`src/ssc_pkg.sv`:
```
// package: constants and types for the sysref sync and chip mode control block
package ssc_pkg;

   // ----------------------------------------------------------------------
   // register indices (byte address is four times the index)
   // ----------------------------------------------------------------------
   localparam logic [9:0]  IDX_CAPTURE_CTRL   = 10'h120;
   localparam logic [9:0]  IDX_SYSREF_COUNT   = 10'h12A;
   localparam logic [9:0]  IDX_SYNC_MODE      = 10'h1FF;
   localparam logic [9:0]  IDX_APP_MODE       = 10'h200;
   localparam logic [9:0]  IDX_DECIM_RATIO    = 10'h201;
   localparam int          ADDR_W             = 12;
   localparam int          IDX_LSB            = 2;

   // ----------------------------------------------------------------------
   // field positions and reset values
   // ----------------------------------------------------------------------
   localparam int          CAP_CLEAR_BIT      = 6;
   localparam int          CAP_MODE_LSB       = 1;
   localparam logic [1:0]  CAP_MODE_DISABLED  = 2'h0;
   localparam int          SYNC_MODE_BIT      = 0;
   localparam logic        SYNC_DIVIDER_RESET = 1'h0;
   localparam logic        SYNC_TIMESTAMP     = 1'h1;
   localparam int          Q_IGNORE_BIT       = 5;
   localparam int          APP_RSVD_LSB       = 6;
   localparam logic [7:0]  COUNT_RESET        = 8'h00;
   localparam logic [7:0]  COUNT_MAX          = 8'hFF;
   localparam logic [3:0]  FIELD4_RESET       = 4'h0;

   // ----------------------------------------------------------------------
   // application mode and decimation encodings
   // ----------------------------------------------------------------------
   localparam logic [3:0]  APP_FULL_BW        = 4'h0;
   localparam logic [3:0]  APP_ONE_DDC        = 4'h1;
   localparam logic [3:0]  APP_TWO_DDC        = 4'h2;
   localparam logic [3:0]  APP_FOUR_DDC       = 4'h3;
   localparam logic [3:0]  DECIM_BY_1         = 4'h0;
   localparam logic [3:0]  DECIM_BY_2         = 4'h1;
   localparam logic [3:0]  DDC_NONE           = 4'h0;
   localparam logic [3:0]  DDC_0              = 4'h1;
   localparam logic [3:0]  DDC_01             = 4'h3;
   localparam logic [3:0]  DDC_ALL            = 4'hF;

   localparam int          SAMPLE_W           = 14;
   localparam int          DIV_W              = 2;
   localparam logic [1:0]  DIV_ZERO           = 2'h0;
   localparam logic [1:0]  DIV_ONE            = 2'h1;

   // ----------------------------------------------------------------------
   // carriers
   // ----------------------------------------------------------------------
   typedef struct packed {
      logic              psel;
      logic              penable;
      logic              pwrite;
      logic [ADDR_W-1:0] paddr;
      logic [31:0]       pwdata;
   } ssc_apb_req_s;

   typedef struct packed {
      logic [SAMPLE_W-1:0] sampI;
      logic [SAMPLE_W-1:0] sampQ;
   } ssc_sample_s;

   typedef struct packed {
      logic [SAMPLE_W-1:0] sampI;
      logic [SAMPLE_W-1:0] sampQ;
      logic                qValid;
      logic                stamp;
   } ssc_out_word_s;

endpackage : ssc_pkg

```
`src/ssc_regs.sv`:
```
// module: sysref event tally, sync mode and chip mode registers behind apb
// Function
// - eight-bit read-only tally of captured sysref events
// - writing capture control bit 6 clears tally
// - tally wraps from 255 to zero
// - sync mode 0: sysref resets all dividers
// - divider phase change drops the serial link
// - timestamp mode leaves dividers untouched
// - timestamp mode: link and monitor undisturbed
// - timestamp mode marks sample with control bit
// - sync bit resets 0; bits 7:1 read zero
// - bit 5 set outputs only real samples
// - application mode selects which downconverters run
// - decimation 0000 bypasses, 0001 decimates by two
`timescale 1ns/1ps
module ssc_regs
   import ssc_pkg::*;
(
   input  wire logic          clock,
   input  wire logic          rst,
   input  wire ssc_apb_req_s  apbReq,
   output logic [31:0]        prdata,
   output logic               pready,
   output logic               pslverr,
   input  wire logic          sysrefPin,
   input  wire ssc_sample_s   sampleIn,
   output ssc_out_word_s      outWord,
   output logic               dividerReset,
   output logic [DIV_W-1:0]   dividerPhase,
   output logic               linkDown,
   output logic [3:0]         ddcEnable,
   output logic               ddcBypass,
   output logic [3:0]         decimRatio
);

   // ----------------------------------------------------------------------
   // state
   // ----------------------------------------------------------------------
   typedef struct packed {
      logic [2:0]        syncSh;
      logic              sysLvl;
      logic [1:0]        capMode;
      logic [7:0]        tally;
      logic              syncMode;
      logic [1:0]        appRsvd;
      logic              qIgnore;
      logic [3:0]        appMode;
      logic [3:0]        decim;
      logic [DIV_W-1:0]  divPh;
      logic              divRst;
      logic              linkDn;
      logic [31:0]       rdata;
      logic              ready;
      logic              slvErr;
      ssc_out_word_s     word;
      logic [3:0]        ddcEn;
      logic              bypass;
   } ssc_state_s;

   ssc_state_s state_q;
   ssc_state_s state_d;

   // ----------------------------------------------------------------------
   // decode helpers
   // ----------------------------------------------------------------------
   function automatic logic isMapped(input logic [ADDR_W-1:0] a);
      logic [9:0] idx;
      idx = a[ADDR_W-1:IDX_LSB];
      return (a[IDX_LSB-1:0] == 2'h0) &&
             (idx == IDX_CAPTURE_CTRL || idx == IDX_SYSREF_COUNT ||
              idx == IDX_SYNC_MODE || idx == IDX_APP_MODE || idx == IDX_DECIM_RATIO);
   endfunction : isMapped

   function automatic logic hits(input logic [ADDR_W-1:0] a, input logic [9:0] idx);
      return (a[IDX_LSB-1:0] == 2'h0) && (a[ADDR_W-1:IDX_LSB] == idx);
   endfunction : hits

   function automatic logic [3:0] ddcDecode(input logic [3:0] mode);
      case (mode)
         APP_FULL_BW:  ddcDecode = DDC_NONE;
         APP_ONE_DDC:  ddcDecode = DDC_0;
         APP_TWO_DDC:  ddcDecode = DDC_01;
         APP_FOUR_DDC: ddcDecode = DDC_ALL;
         default:      ddcDecode = DDC_NONE;
      endcase
   endfunction : ddcDecode

   // ----------------------------------------------------------------------
   // next state
   // ----------------------------------------------------------------------
   logic       stable;
   logic       capEvent;
   logic       access;
   logic       doWrite;
   logic [7:0] wb;

   always_comb begin
      state_d = state_q;
      wb      = apbReq.pwdata[7:0];

      // sysref pin: three flops, level accepted when last two agree
      state_d.syncSh = {state_q.syncSh[1:0], sysrefPin};
      stable         = (state_q.syncSh[2] == state_q.syncSh[1]);
      if (stable) begin
         state_d.sysLvl = state_q.syncSh[1];
      end
      capEvent = stable && state_q.syncSh[1] && !state_q.sysLvl &&
                 (state_q.capMode != CAP_MODE_DISABLED);

      // tally advances and wraps naturally past the maximum
      if (capEvent) begin
         state_d.tally = state_q.tally + 8'h01;
      end

      // free-running divider; sysref realigns it in divider-reset mode
      state_d.divPh  = state_q.divPh + DIV_ONE;
      state_d.divRst = 1'b0;
      state_d.linkDn = 1'b0;
      if (capEvent && state_q.syncMode == SYNC_DIVIDER_RESET) begin
         state_d.divPh  = DIV_ZERO;
         state_d.divRst = 1'b1;
         state_d.linkDn = (state_q.divPh != DIV_ZERO);
      end

      // output word; stamp only in timestamp mode, link untouched there
      state_d.word.sampI  = sampleIn.sampI;
      state_d.word.sampQ  = state_q.qIgnore ? '0 : sampleIn.sampQ;
      state_d.word.qValid = !state_q.qIgnore;
      state_d.word.stamp  = capEvent && (state_q.syncMode == SYNC_TIMESTAMP);
      state_d.ddcEn       = ddcDecode(state_q.appMode);

      // apb: one wait state, write and read take effect with pready
      access          = apbReq.psel && apbReq.penable;
      doWrite         = access && state_q.ready && apbReq.pwrite && isMapped(apbReq.paddr);
      state_d.ready   = access && !state_q.ready;
      state_d.slvErr  = access && !state_q.ready && !isMapped(apbReq.paddr);
      state_d.rdata   = '0;
      if (access && !state_q.ready && !apbReq.pwrite) begin
         if (hits(apbReq.paddr, IDX_CAPTURE_CTRL)) begin
            state_d.rdata[CAP_MODE_LSB+:2] = state_q.capMode;
         end
         if (hits(apbReq.paddr, IDX_SYSREF_COUNT)) begin
            state_d.rdata[7:0] = state_q.tally;
         end
         if (hits(apbReq.paddr, IDX_SYNC_MODE)) begin
            state_d.rdata[SYNC_MODE_BIT] = state_q.syncMode;
         end
         if (hits(apbReq.paddr, IDX_APP_MODE)) begin
            state_d.rdata[7:0] = {state_q.appRsvd, state_q.qIgnore, 1'b0, state_q.appMode};
         end
         if (hits(apbReq.paddr, IDX_DECIM_RATIO)) begin
            state_d.rdata[7:0] = {4'h0, state_q.decim};
         end
      end

      // writes touch only writable fields; tally kept, reserved app mode bits 7:6 written
      if (doWrite) begin
         if (hits(apbReq.paddr, IDX_CAPTURE_CTRL)) begin
            state_d.capMode = wb[CAP_MODE_LSB+:2];
            if (wb[CAP_CLEAR_BIT]) begin
               state_d.tally = COUNT_RESET;
               if (capEvent) begin
                  state_d.tally = 8'h01;
               end
            end
         end
         if (hits(apbReq.paddr, IDX_SYNC_MODE)) begin
            state_d.syncMode = wb[SYNC_MODE_BIT];
         end
         if (hits(apbReq.paddr, IDX_APP_MODE)) begin
            state_d.appRsvd = wb[APP_RSVD_LSB+:2];
            state_d.qIgnore = wb[Q_IGNORE_BIT];
            state_d.appMode = wb[3:0];
         end
         if (hits(apbReq.paddr, IDX_DECIM_RATIO)) begin
            state_d.decim = wb[3:0];
         end
      end
      state_d.bypass = (state_d.decim == DECIM_BY_1);
   end

   // ----------------------------------------------------------------------
   // registers
   // ----------------------------------------------------------------------
   always_ff @(posedge clock or posedge rst) begin
      if (rst) begin
         state_q          <= '0;
         state_q.syncMode <= SYNC_DIVIDER_RESET;
         state_q.appMode  <= APP_FULL_BW;
         state_q.decim    <= DECIM_BY_1;
         state_q.capMode  <= CAP_MODE_DISABLED;
         state_q.tally    <= COUNT_RESET;
         state_q.word.qValid <= 1'b1;
         state_q.bypass      <= 1'b1;
      end else begin
         state_q <= state_d;
      end
   end

   // ----------------------------------------------------------------------
   // outputs
   // ----------------------------------------------------------------------
   assign prdata       = state_q.rdata;
   assign pready       = state_q.ready;
   assign pslverr      = state_q.slvErr;
   assign outWord      = state_q.word;
   assign dividerReset = state_q.divRst;
   assign dividerPhase = state_q.divPh;
   assign linkDown     = state_q.linkDn;
   assign ddcEnable    = state_q.ddcEn;
   assign ddcBypass    = state_q.bypass;
   assign decimRatio   = state_q.decim;

endmodule : ssc_regs

```
`config.mk`:
```
export PLATFORM = sky130hd
export DESIGN_NAME = ssc_regs
export DESIGN_NICKNAME = d
export VERILOG_FILES = /design/src/ssc_pkg.sv /design/src/ssc_regs.sv
export SDC_FILE = /design/constraint.sdc
export NUM_CORES = 1
export LEC_CHECK = 0
export BUFFER_PORTS_ARGS = -buffer_cell sky130_fd_sc_hd__buf_2
export CAP_MARGIN = 30
export CORE_ASPECT_RATIO = 1.4
export CORE_MARGIN = 3
export CORE_UTILIZATION = 33
export DETAILED_ROUTE_END_ITERATION = 7
export PLACE_DENSITY_LB_ADDON = 0.05
export SETUP_SLACK_MARGIN = 0.5
export SLEW_MARGIN = 20
export SYNTH_ARGS = -nofsm -noshare
export SYNTH_HDL_FRONTEND = slang
export SYNTH_SLANG_ARGS = --single-unit
```
`constraint.sdc`:
```
create_clock -name clock -period 2.5 [get_ports clock]
set_input_delay 0.5 -clock clock [delete_from_list [all_inputs] [get_ports clock]]
set_output_delay 0.5 -clock clock [all_outputs]
set_load 0.01 [all_outputs]
```
; ---- Yosys cells after proc, flatten, opt, wreduce, memory -nomap -nowiden
; Cells that the tools add are included.
; Widths: inputs -> output; s select.
[word_totals]
output_inout_bits = 77
ff_bits = 75
input_bits = 78
[classes]
reduce_logical = 34
add_sub_neg = 2
bitwise = 1
muxes = 17
eq_ne = 9
[op_table]
columns = op, count
row1 = $mux 8, 7
row2 = $eq 10x9->1 const B, 3
row3 = $eq 10x10->1 const B, 2
row4 = $mux 20, 1
row5 = $logic_and 1x1->1, 18
row6 = $mux 14, 1
row7 = $pmux 4 s3, 1
row8 = $add 8x1->8 const B, 1
row9 = $eq 4x2->1 const B, 2
row10 = $mux 4, 2
row11 = $mux 7, 1
row12 = $reduce_and 2->1, 3
row13 = $logic_not 1->1, 5
row14 = $eq 4x1->1 const B, 1
row15 = $logic_not 4->1, 1
row16 = $logic_or 1x1->1, 4
row17 = $reduce_bool 2->1, 2
row18 = $mux 1, 3
row19 = $add 2x1->2 const B, 1
row20 = $logic_not 2->1, 1
row21 = $mux 2, 1
row22 = $eq 1x1->1, 1
row23 = $not 1->1, 1

; ---- Logic depth before layout (Yosys ltp)
; Gate-level depths: netlist of run 1.
[depth]
depth_word = 9
mapped_depth = 6

; ---- Least setup slack after synthesis of run 1
; Ideal clock, no wire load.
[synth_path]
path_kind = input port to flip-flop
from = in apbReq[38] in the netlist's numbering
to = reg state_q[77] in the netlist's numbering
cell_stages = 5
path_buffers = 1
t_arrival_ps = 1678
t_required_ps = 2375
setup_time_ps = 125
setup_slack_ps = 697
path_cell_list = or3_1 buf_6 nor3_4 nand3_4 mux2_2
[synth_via]
elab_chain_len = 8
word_cells_on_any_way = 13
cone_classes = eq/ne (5) / reduce/logical (8)
[synth_lines]
columns = item, line
row1 = from (decl), ssc_regs.sv:21  ; input wire ssc_apb_req_s apbReq,
row2 = $eq 10x9->1, ssc_regs.sv:70  ; (idx == IDX_CAPTURE_CTRL || idx == IDX_SYSREF_COUNT ||
row3 = $logic_or 1x1->1 (2 in series), ssc_regs.sv:70
row4 = $logic_or 1x1->1 (2 in series), ssc_regs.sv:71  ; idx == IDX_SYNC_MODE || idx == IDX_APP_MODE || idx == IDX_DECIM_RATIO);
row5 = $logic_and 1x1->1, ssc_regs.sv:69  ; return (a[IDX_LSB-1:0] == 2'h0) &&
row6 = $logic_and 1x1->1, ssc_regs.sv:134  ; doWrite = access && state_q.ready && apbReq.pwrite && isMapped(apbReq.paddr);
row7 = $reduce_and 2->1 (no line) *, -
row8 = to (signal assigned), ssc_regs.sv:196  ; state_q <= state_d;
row9 = to (decl), ssc_regs.sv:60  ; ssc_state_s state_q;
; Every way passes the cells marked *; elsewhere a longest branch is shown, timed or not.
; A chain may end at the register's enable or synchronous reset.

; ---- Worst setup path after layout of run 1
[layout_path]
from = in apbReq[38] in the netlist's numbering
to = reg state_q[83] in the netlist's numbering
; Same word-level chain as after synthesis.

==> results of run 1 <==
[layer usage]
metal | vias to the layer above | GRT usage [%] | share of wire, %
met4 | 0 | 4.918 | 1.8
li1 | 1070 | - | -
met5 | - | 0 | 0
met3 | 9 | 4.417 | 7.1
met2 | 80 | 22.15 | 54
met1 | 1071 | 14.04 | 37
[logic make-up (layout without fill, tap and decap cells)]
family                   after synthesis  in the layout  synth area share, %
other                                  1             24               0.1075
AO/OA/AOI/OAI                         22             22                4.090
XOR/XNOR                               7              7                1.758
multiplexers                          16             16                5.131
buffers and inverters                 86            136                17.26
flip-flops                            74             74                53.18
adder cells (fa/ha/maj)                3              3                1.077
AND/OR/NAND/NOR                       95             95                17.40
[flip-flops by register name, summed over array words and instances, names as in the netlist]
signal / count
pslverr: 1
decimRatio: 4
state_q: 20
prdata: 8
dividerPhase: 2
linkDown: 1
ddcEnable: 3
outWord: 30
pready: 1
ddcBypass: 1
dividerReset: 1
state_d: 2
[cell type report]
type                       count  area [um2]
timing repair buffer         110       575.6
multi-input combinational    167        1117
fill                        1067        6081
clock buffer                  13       260.3
clock inverter                 2       12.51
inverter                      11       45.04
tap                          135       168.9
sequential                    74        1854
[through the flow]
stage                     instance area [um2]  hold slack (ps)  total power [mW]  std cells  util [%]
after floorplan                          3577            331.2             1.408        327         -
after global placement                   3761            336.6             1.446        497     37.18
after detailed placement                 3761            345.7             1.447        497     37.18
after CTS                                4034            191.5             2.643        512     39.88
after global routing                     4034            216.6             2.727        512     39.88
final                                    4034            185.6             2.592        512     39.88
[power by group through the flow]
stage	Combinational [mW]	Clock, mW	Sequential [mW]
3_5_place_dp	0.189	0	1.26
5_1_grt	0.209	1.28	1.24
4_1_cts	0.190	1.22	1.24
6_report	0.185	1.17	1.24
3_3_place_gp	0.188	0	1.26
2_1_floorplan	0.150	0	1.26
[cells in the mapped netlist (3+ instances only)]
master | count | area share, %
xnor2_1 | 4 | 1.0
mux2_2 | 15 | 4.8
nor2_1 | 21 | 2.3
nor2b_1 | 16 | 2.9
xor2_1 | 3 | 0.75
nand3_1 | 4 | 0.57
nor4_1 | 8 | 1.4
nor4_4 | 3 | 1.8
inv_1 | 11 | 1.2
or3_1 | 3 | 0.54
ha_1 | 3 | 1.1
dfrtp_1 | 72 | 52
a22oi_1 | 3 | 0.65
nor3_1 | 8 | 1.1
buf_4 | 72 | 16
nand2_1 | 11 | 1.2
o21ai_0 | 6 | 0.86
a21oi_1 | 5 | 0.72
[worst max-delay path, delay by kind of cell]
kind	cells	cell delay [ps]
buffers and inverters	1	110
multiplexers	1	310
AND/OR/NAND/NOR	3	1130
[worst max-delay path by stage]
stage	start	end	slack, ps	depth (start not counted)
2_1_floorplan	apbReq[38]	state_q[77]	700	5
3_3_place_gp	apbReq[38]	prdata[1]	300	5
3_5_place_dp	apbReq[38]	prdata[3]	310	5
4_1_cts	apbReq[38]	prdata[1]	650	5
5_1_grt	apbReq[38]	prdata[1]	520	5
6_report	apbReq[38]	state_q[83]	640	5
==> flow_summary.yaml, run 1 <==
status:
  run_status: "finished clean"
sta:
  hold_viol: 0
  post-route-period-util_pct: 74.21
  fin_crit_ps: 1855
  clock_skew_ps: 5.819
  tightestPinTransition_ps: 572.4
  max_freq_mhz: 539.0
  setup_viol: 0
  rsz0062_at_grt: "no"
  fin_setup_tns_ps: 0
  slew-limit-headroom_pct: 61.49
  fin_ws_ps: 644.7
  drv_slew: 0
worst_setup_path:
  r2r-start: "state_d[98]"
  worstRegToRegCells: 5
  critPathArrivalTime_ps: 2060
  required_ps: 2700
  cp-start-kind: "input port"
  cp_max_fo: 10
  crit_chain: "buf_2 > or3_1 > nor3_4 > nand3_4 > mux2_2"
  r2r-end: "state_q[92]"
  path_class: "in -> reg"
  crit_slowest_cell: "or3_1"
  rrSetupSlack_ps: 720
  slowest_delay_ps: 590
  crit_path_end_kind: "flip-flop"
floorplanning:
  die_h_um: 127.6
  num_io_pins: 155
  die_x_um: 92.88
  core_area_um2: 10110
  dieArea_um2: 11850
  num_rows: 43
  initial_core_util_pct: 34.48
final_layout:
  final_common_cell: "buf_2"
  syn2layout_area_growth_pct: 15.68
  nets: 454
  final_cell_mix: "buf_2 (105), dfrtp_1 (72), conb_1 (24)"
  drive_above_1_share_pct: 40.32
  antenna_cells: 0
global_routing:
  antenna_found_initial: 0
  grt_overflow: 0
  grt_pass1_wl_um: 11490
  grt_max_degree: 35
  first_global_vias: 2259
  grt_use_total_pct: 12.68
clock_network:
  tritoncts: "built"
  ctsResizeCount: 0
  clkLatencyLatePin_ps: 320
  cts_setup_buffers: 0
  h-tree-depth: 3
  clk_path_buf_depth: 2
  clkTransAtPathRegs_ps: 60
  cts_sinks: 74
  root_buffer: "clkbuf_16"
  cts-hold-fix-buffers: 0
  numCtsBuffers: 9
pwr:
  combPwrFrac_pct: 7.1
  p_sw_uw: 572.5
  p_seq_share_pct: 47.7
  pwr-share-clk_pct: 45.2
  vdd_drop_max_uv: 296.4
  leakage_nw: 1.974
  power.internal_mw: 2.019
  swShare_pct: 22.09
  powerDensity_nw_per_um2: 642.5
yosys:
  yosysUniqueCellTypes: 46
  yosys_warnings: 0
  synth_flop_cell: "dfrtp_1"
  syn-cell-area_um2: 3487
  synthArstFlopShare_pct: 100.0
  syn_avg_cell_area_um2: 11.47
  synth_edf_count: 0
  yosysSeqAreaShare_pct: 53.18
  syn_inst: 304
  ys_ff_latch: 74
detailed_routing:
  finalWirelength_um: 7091
  first_iter_violations: 73
  drt-pass1-iter-count: 4
  avgRoutedWirePerCell_um: 13.85
  drc: 0
  viasPerCell: 4.355
  drtAntennaViolNets: 0
  vias: 2230
placement:
  dp_slack_ps: 313.9
  io_buffer_count: 105
  globalplace.congestion: 0.7590
  dp_hpwl_um: 5512
min_path:
  hold_path.class: "in -> async"
job:
  drv_cap: 0
No activity file was read; power rests on OpenSTA's default activity.
==> run 2: changes to the inputs <==
Clock period 2.5 ns to 1.8 ns, I/O delays scaled along.
==> flow_summary.yaml, run 2 (synthesized netlist as in run 1, its figures left out) <==
final_layout:
  fin_util_pct: 45.67
  drive_above_1_share_pct: 53.17
  final_common_cell: "buf_2"
  syn2layout_area_growth_pct: 32.47
  fillers: 996
  largest_register_ffs: 30
  final_cell_mix: "buf_2 (97), dfrtp_1 (70), buf_4 (25)"
  antenna_cells: 0
  nets: 486
detailed_routing:
  drt-pass1-iter-count: 4
  first_iter_violations: 104
  vias: 2329
  drc: 0
  viasPerCell: 4.273
  finalWirelength_um: 7425
  avgRoutedWirePerCell_um: 13.62
  drtAntennaViolNets: 0
placement:
  dp_hpwl_um: 5594
  globalplace.congestion: 0.8252
  dp_slack_ps: -46.34
  io_buffer_count: 105
global_routing:
  first_global_vias: 2436
  grt_max_degree: 31
  grt_overflow: 0
  grt_use_total_pct: 12.83
  antenna_found_initial: 0
  grt_pass1_wl_um: 11750
clock_network:
  clkTransAtPathRegs_ps: 60
  clkLatencyLatePin_ps: 330
  numCtsBuffers: 9
  root_buffer: "clkbuf_16"
  clk_path_buf_depth: 2
  h-tree-depth: 3
  cts-hold-fix-buffers: 0
  cts_sinks: 74
  tritoncts: "built"
pwr:
  pwr-share-clk_pct: 48.7
  power.internal_mw: 3.067
  vdd_drop_max_uv: 439.1
  p_seq_share_pct: 43.4
  total_power_mw: 3.959
  combPwrFrac_pct: 8.0
  swShare_pct: 22.53
  leakage_nw: 2.247
  powerDensity_nw_per_um2: 857.1
  p_sw_uw: 892.2
sta:
  post-route-period-util_pct: 82.73
  hold_viol: 0
  slew-limit-headroom_pct: 63.89
  clock_skew_ps: 7.732
  fin_crit_ps: 1489
  max_freq_mhz: 671.5
  tightestPinTransition_ps: 541.6
  drv_slew: 0
  rsz0062_at_grt: "yes"
  setup_viol: 0
  fin_ws_ps: 310.8
status:
  run_status: "finished clean"
worst_setup_path:
  critPathArrivalTime_ps: 1700
  worstRegToRegCells: 4
  crit_chain: "buf_8 > or3_4 > buf_6 > nor3_4 > nand3_4 > mux2_4"
  crit_path_end_kind: "flip-flop"
  cp_max_fo: 7
  r2r-start: "state_q[87]"
  cp-start-kind: "input port"
  rrSetupSlack_ps: 360
  crit_slowest_cell: "or3_4"
  slowest_delay_ps: 370
  path_class: "in -> reg"
  r2r-end: "state_q[92]"
  required_ps: 2010
floorplanning:
  initial_core_util_pct: 34.48
  dieArea_um2: 11850
  die_x_um: 92.88
  num_rows: 43
  die_h_um: 127.6
  num_io_pins: 155
  core_area_um2: 10110
min_path:
  hold_path.class: "in -> async"
job:
  drv_cap: 0
run 2: changes by cell type in the layout (fill, tap and decap cells not counted), moves of 3 or more:
cell     previous run  this run
buf_4               4        25
nor2_2              0         5
buf_6               0        16
nand2_1            11         8
a21oi_1             5         0
a21oi_2             0         5
mux2_2             15         9
buf_2             105        97
nor2_1             21        14
mux2_4              0         6
nand2_2             0         3
run 2: power groups by stage:
stage          Combinational (mW)  Sequential, mW  Clock [mW]
2_1_floorplan               0.212            1.75           0
3_3_place_gp                0.281            1.75           0
3_5_place_dp                0.283            1.75           0
4_1_cts                     0.305            1.72        1.99
5_1_grt                     0.350            1.72        2.07
6_report                    0.315            1.72        1.93
run 2: through the flow:
step	hold WS, ps	TNS (ps)	cell area (um2)	cells
final	55.66	0	4619	545
after CTS	60.01	0	4418	536
after floorplan	331.2	0	3617	327
after global placement	334.8	-571.8	3926	512
after global routing	86.63	0	4619	545
after detailed placement	336.2	-528.3	3926	512
run 2: critical path, delay by kind of cell:
family                 cells  cell delay, ps
buffers and inverters      2             250
and+or+nand+nor            3             750
muxes                      1             330
run 2: area by class of cell:
cell class	instances	area [um2]	share of cell area [%]
Clock buffer	9	225.2	4.875
Clock inverter	7	101.3	2.194
Inverter	11	45.04	0.9751
Timing Repair Buffer	142	923.4	19.99
Tap cell	135	168.9	3.657
Multi-Input combinational cell	167	1299	28.11
Sequential cell	74	1857	40.20
run 2: layer usage:
layer | GRT usage [%] | routed length [um] | vias to the layer above
li1 | - | - | 1134
met1 | 14.33 | 2892 | 1111
met2 | 22.83 | 3978 | 75
met3 | 3.239 | 425 | 9
met4 | 5.608 | 128 | 0
met5 | 0 | 0 | -
run 2: what timing repair did:
action,4_1_cts,5_1_grt
buffers inserted,8,9
resized for setup,25,37
pin swaps,13,23
setup endpoints to repair,37,39
run 2: worst max-delay path by stage:
stage | from | to | slack (ps) | cells after the start
2_1_floorplan | apbReq[38] | state_q[77] | 160 | 5
3_3_place_gp | apbReq[38] | decimRatio[3] | -70 | 7
3_5_place_dp | apbReq[38] | state_q[82] | -50 | 6
4_1_cts | state_d[98] | state_q[92] | 330 | 5
5_1_grt | apbReq[40] | state_q[82] | 280 | 6
6_report | apbReq[40] | state_q[82] | 310 | 6
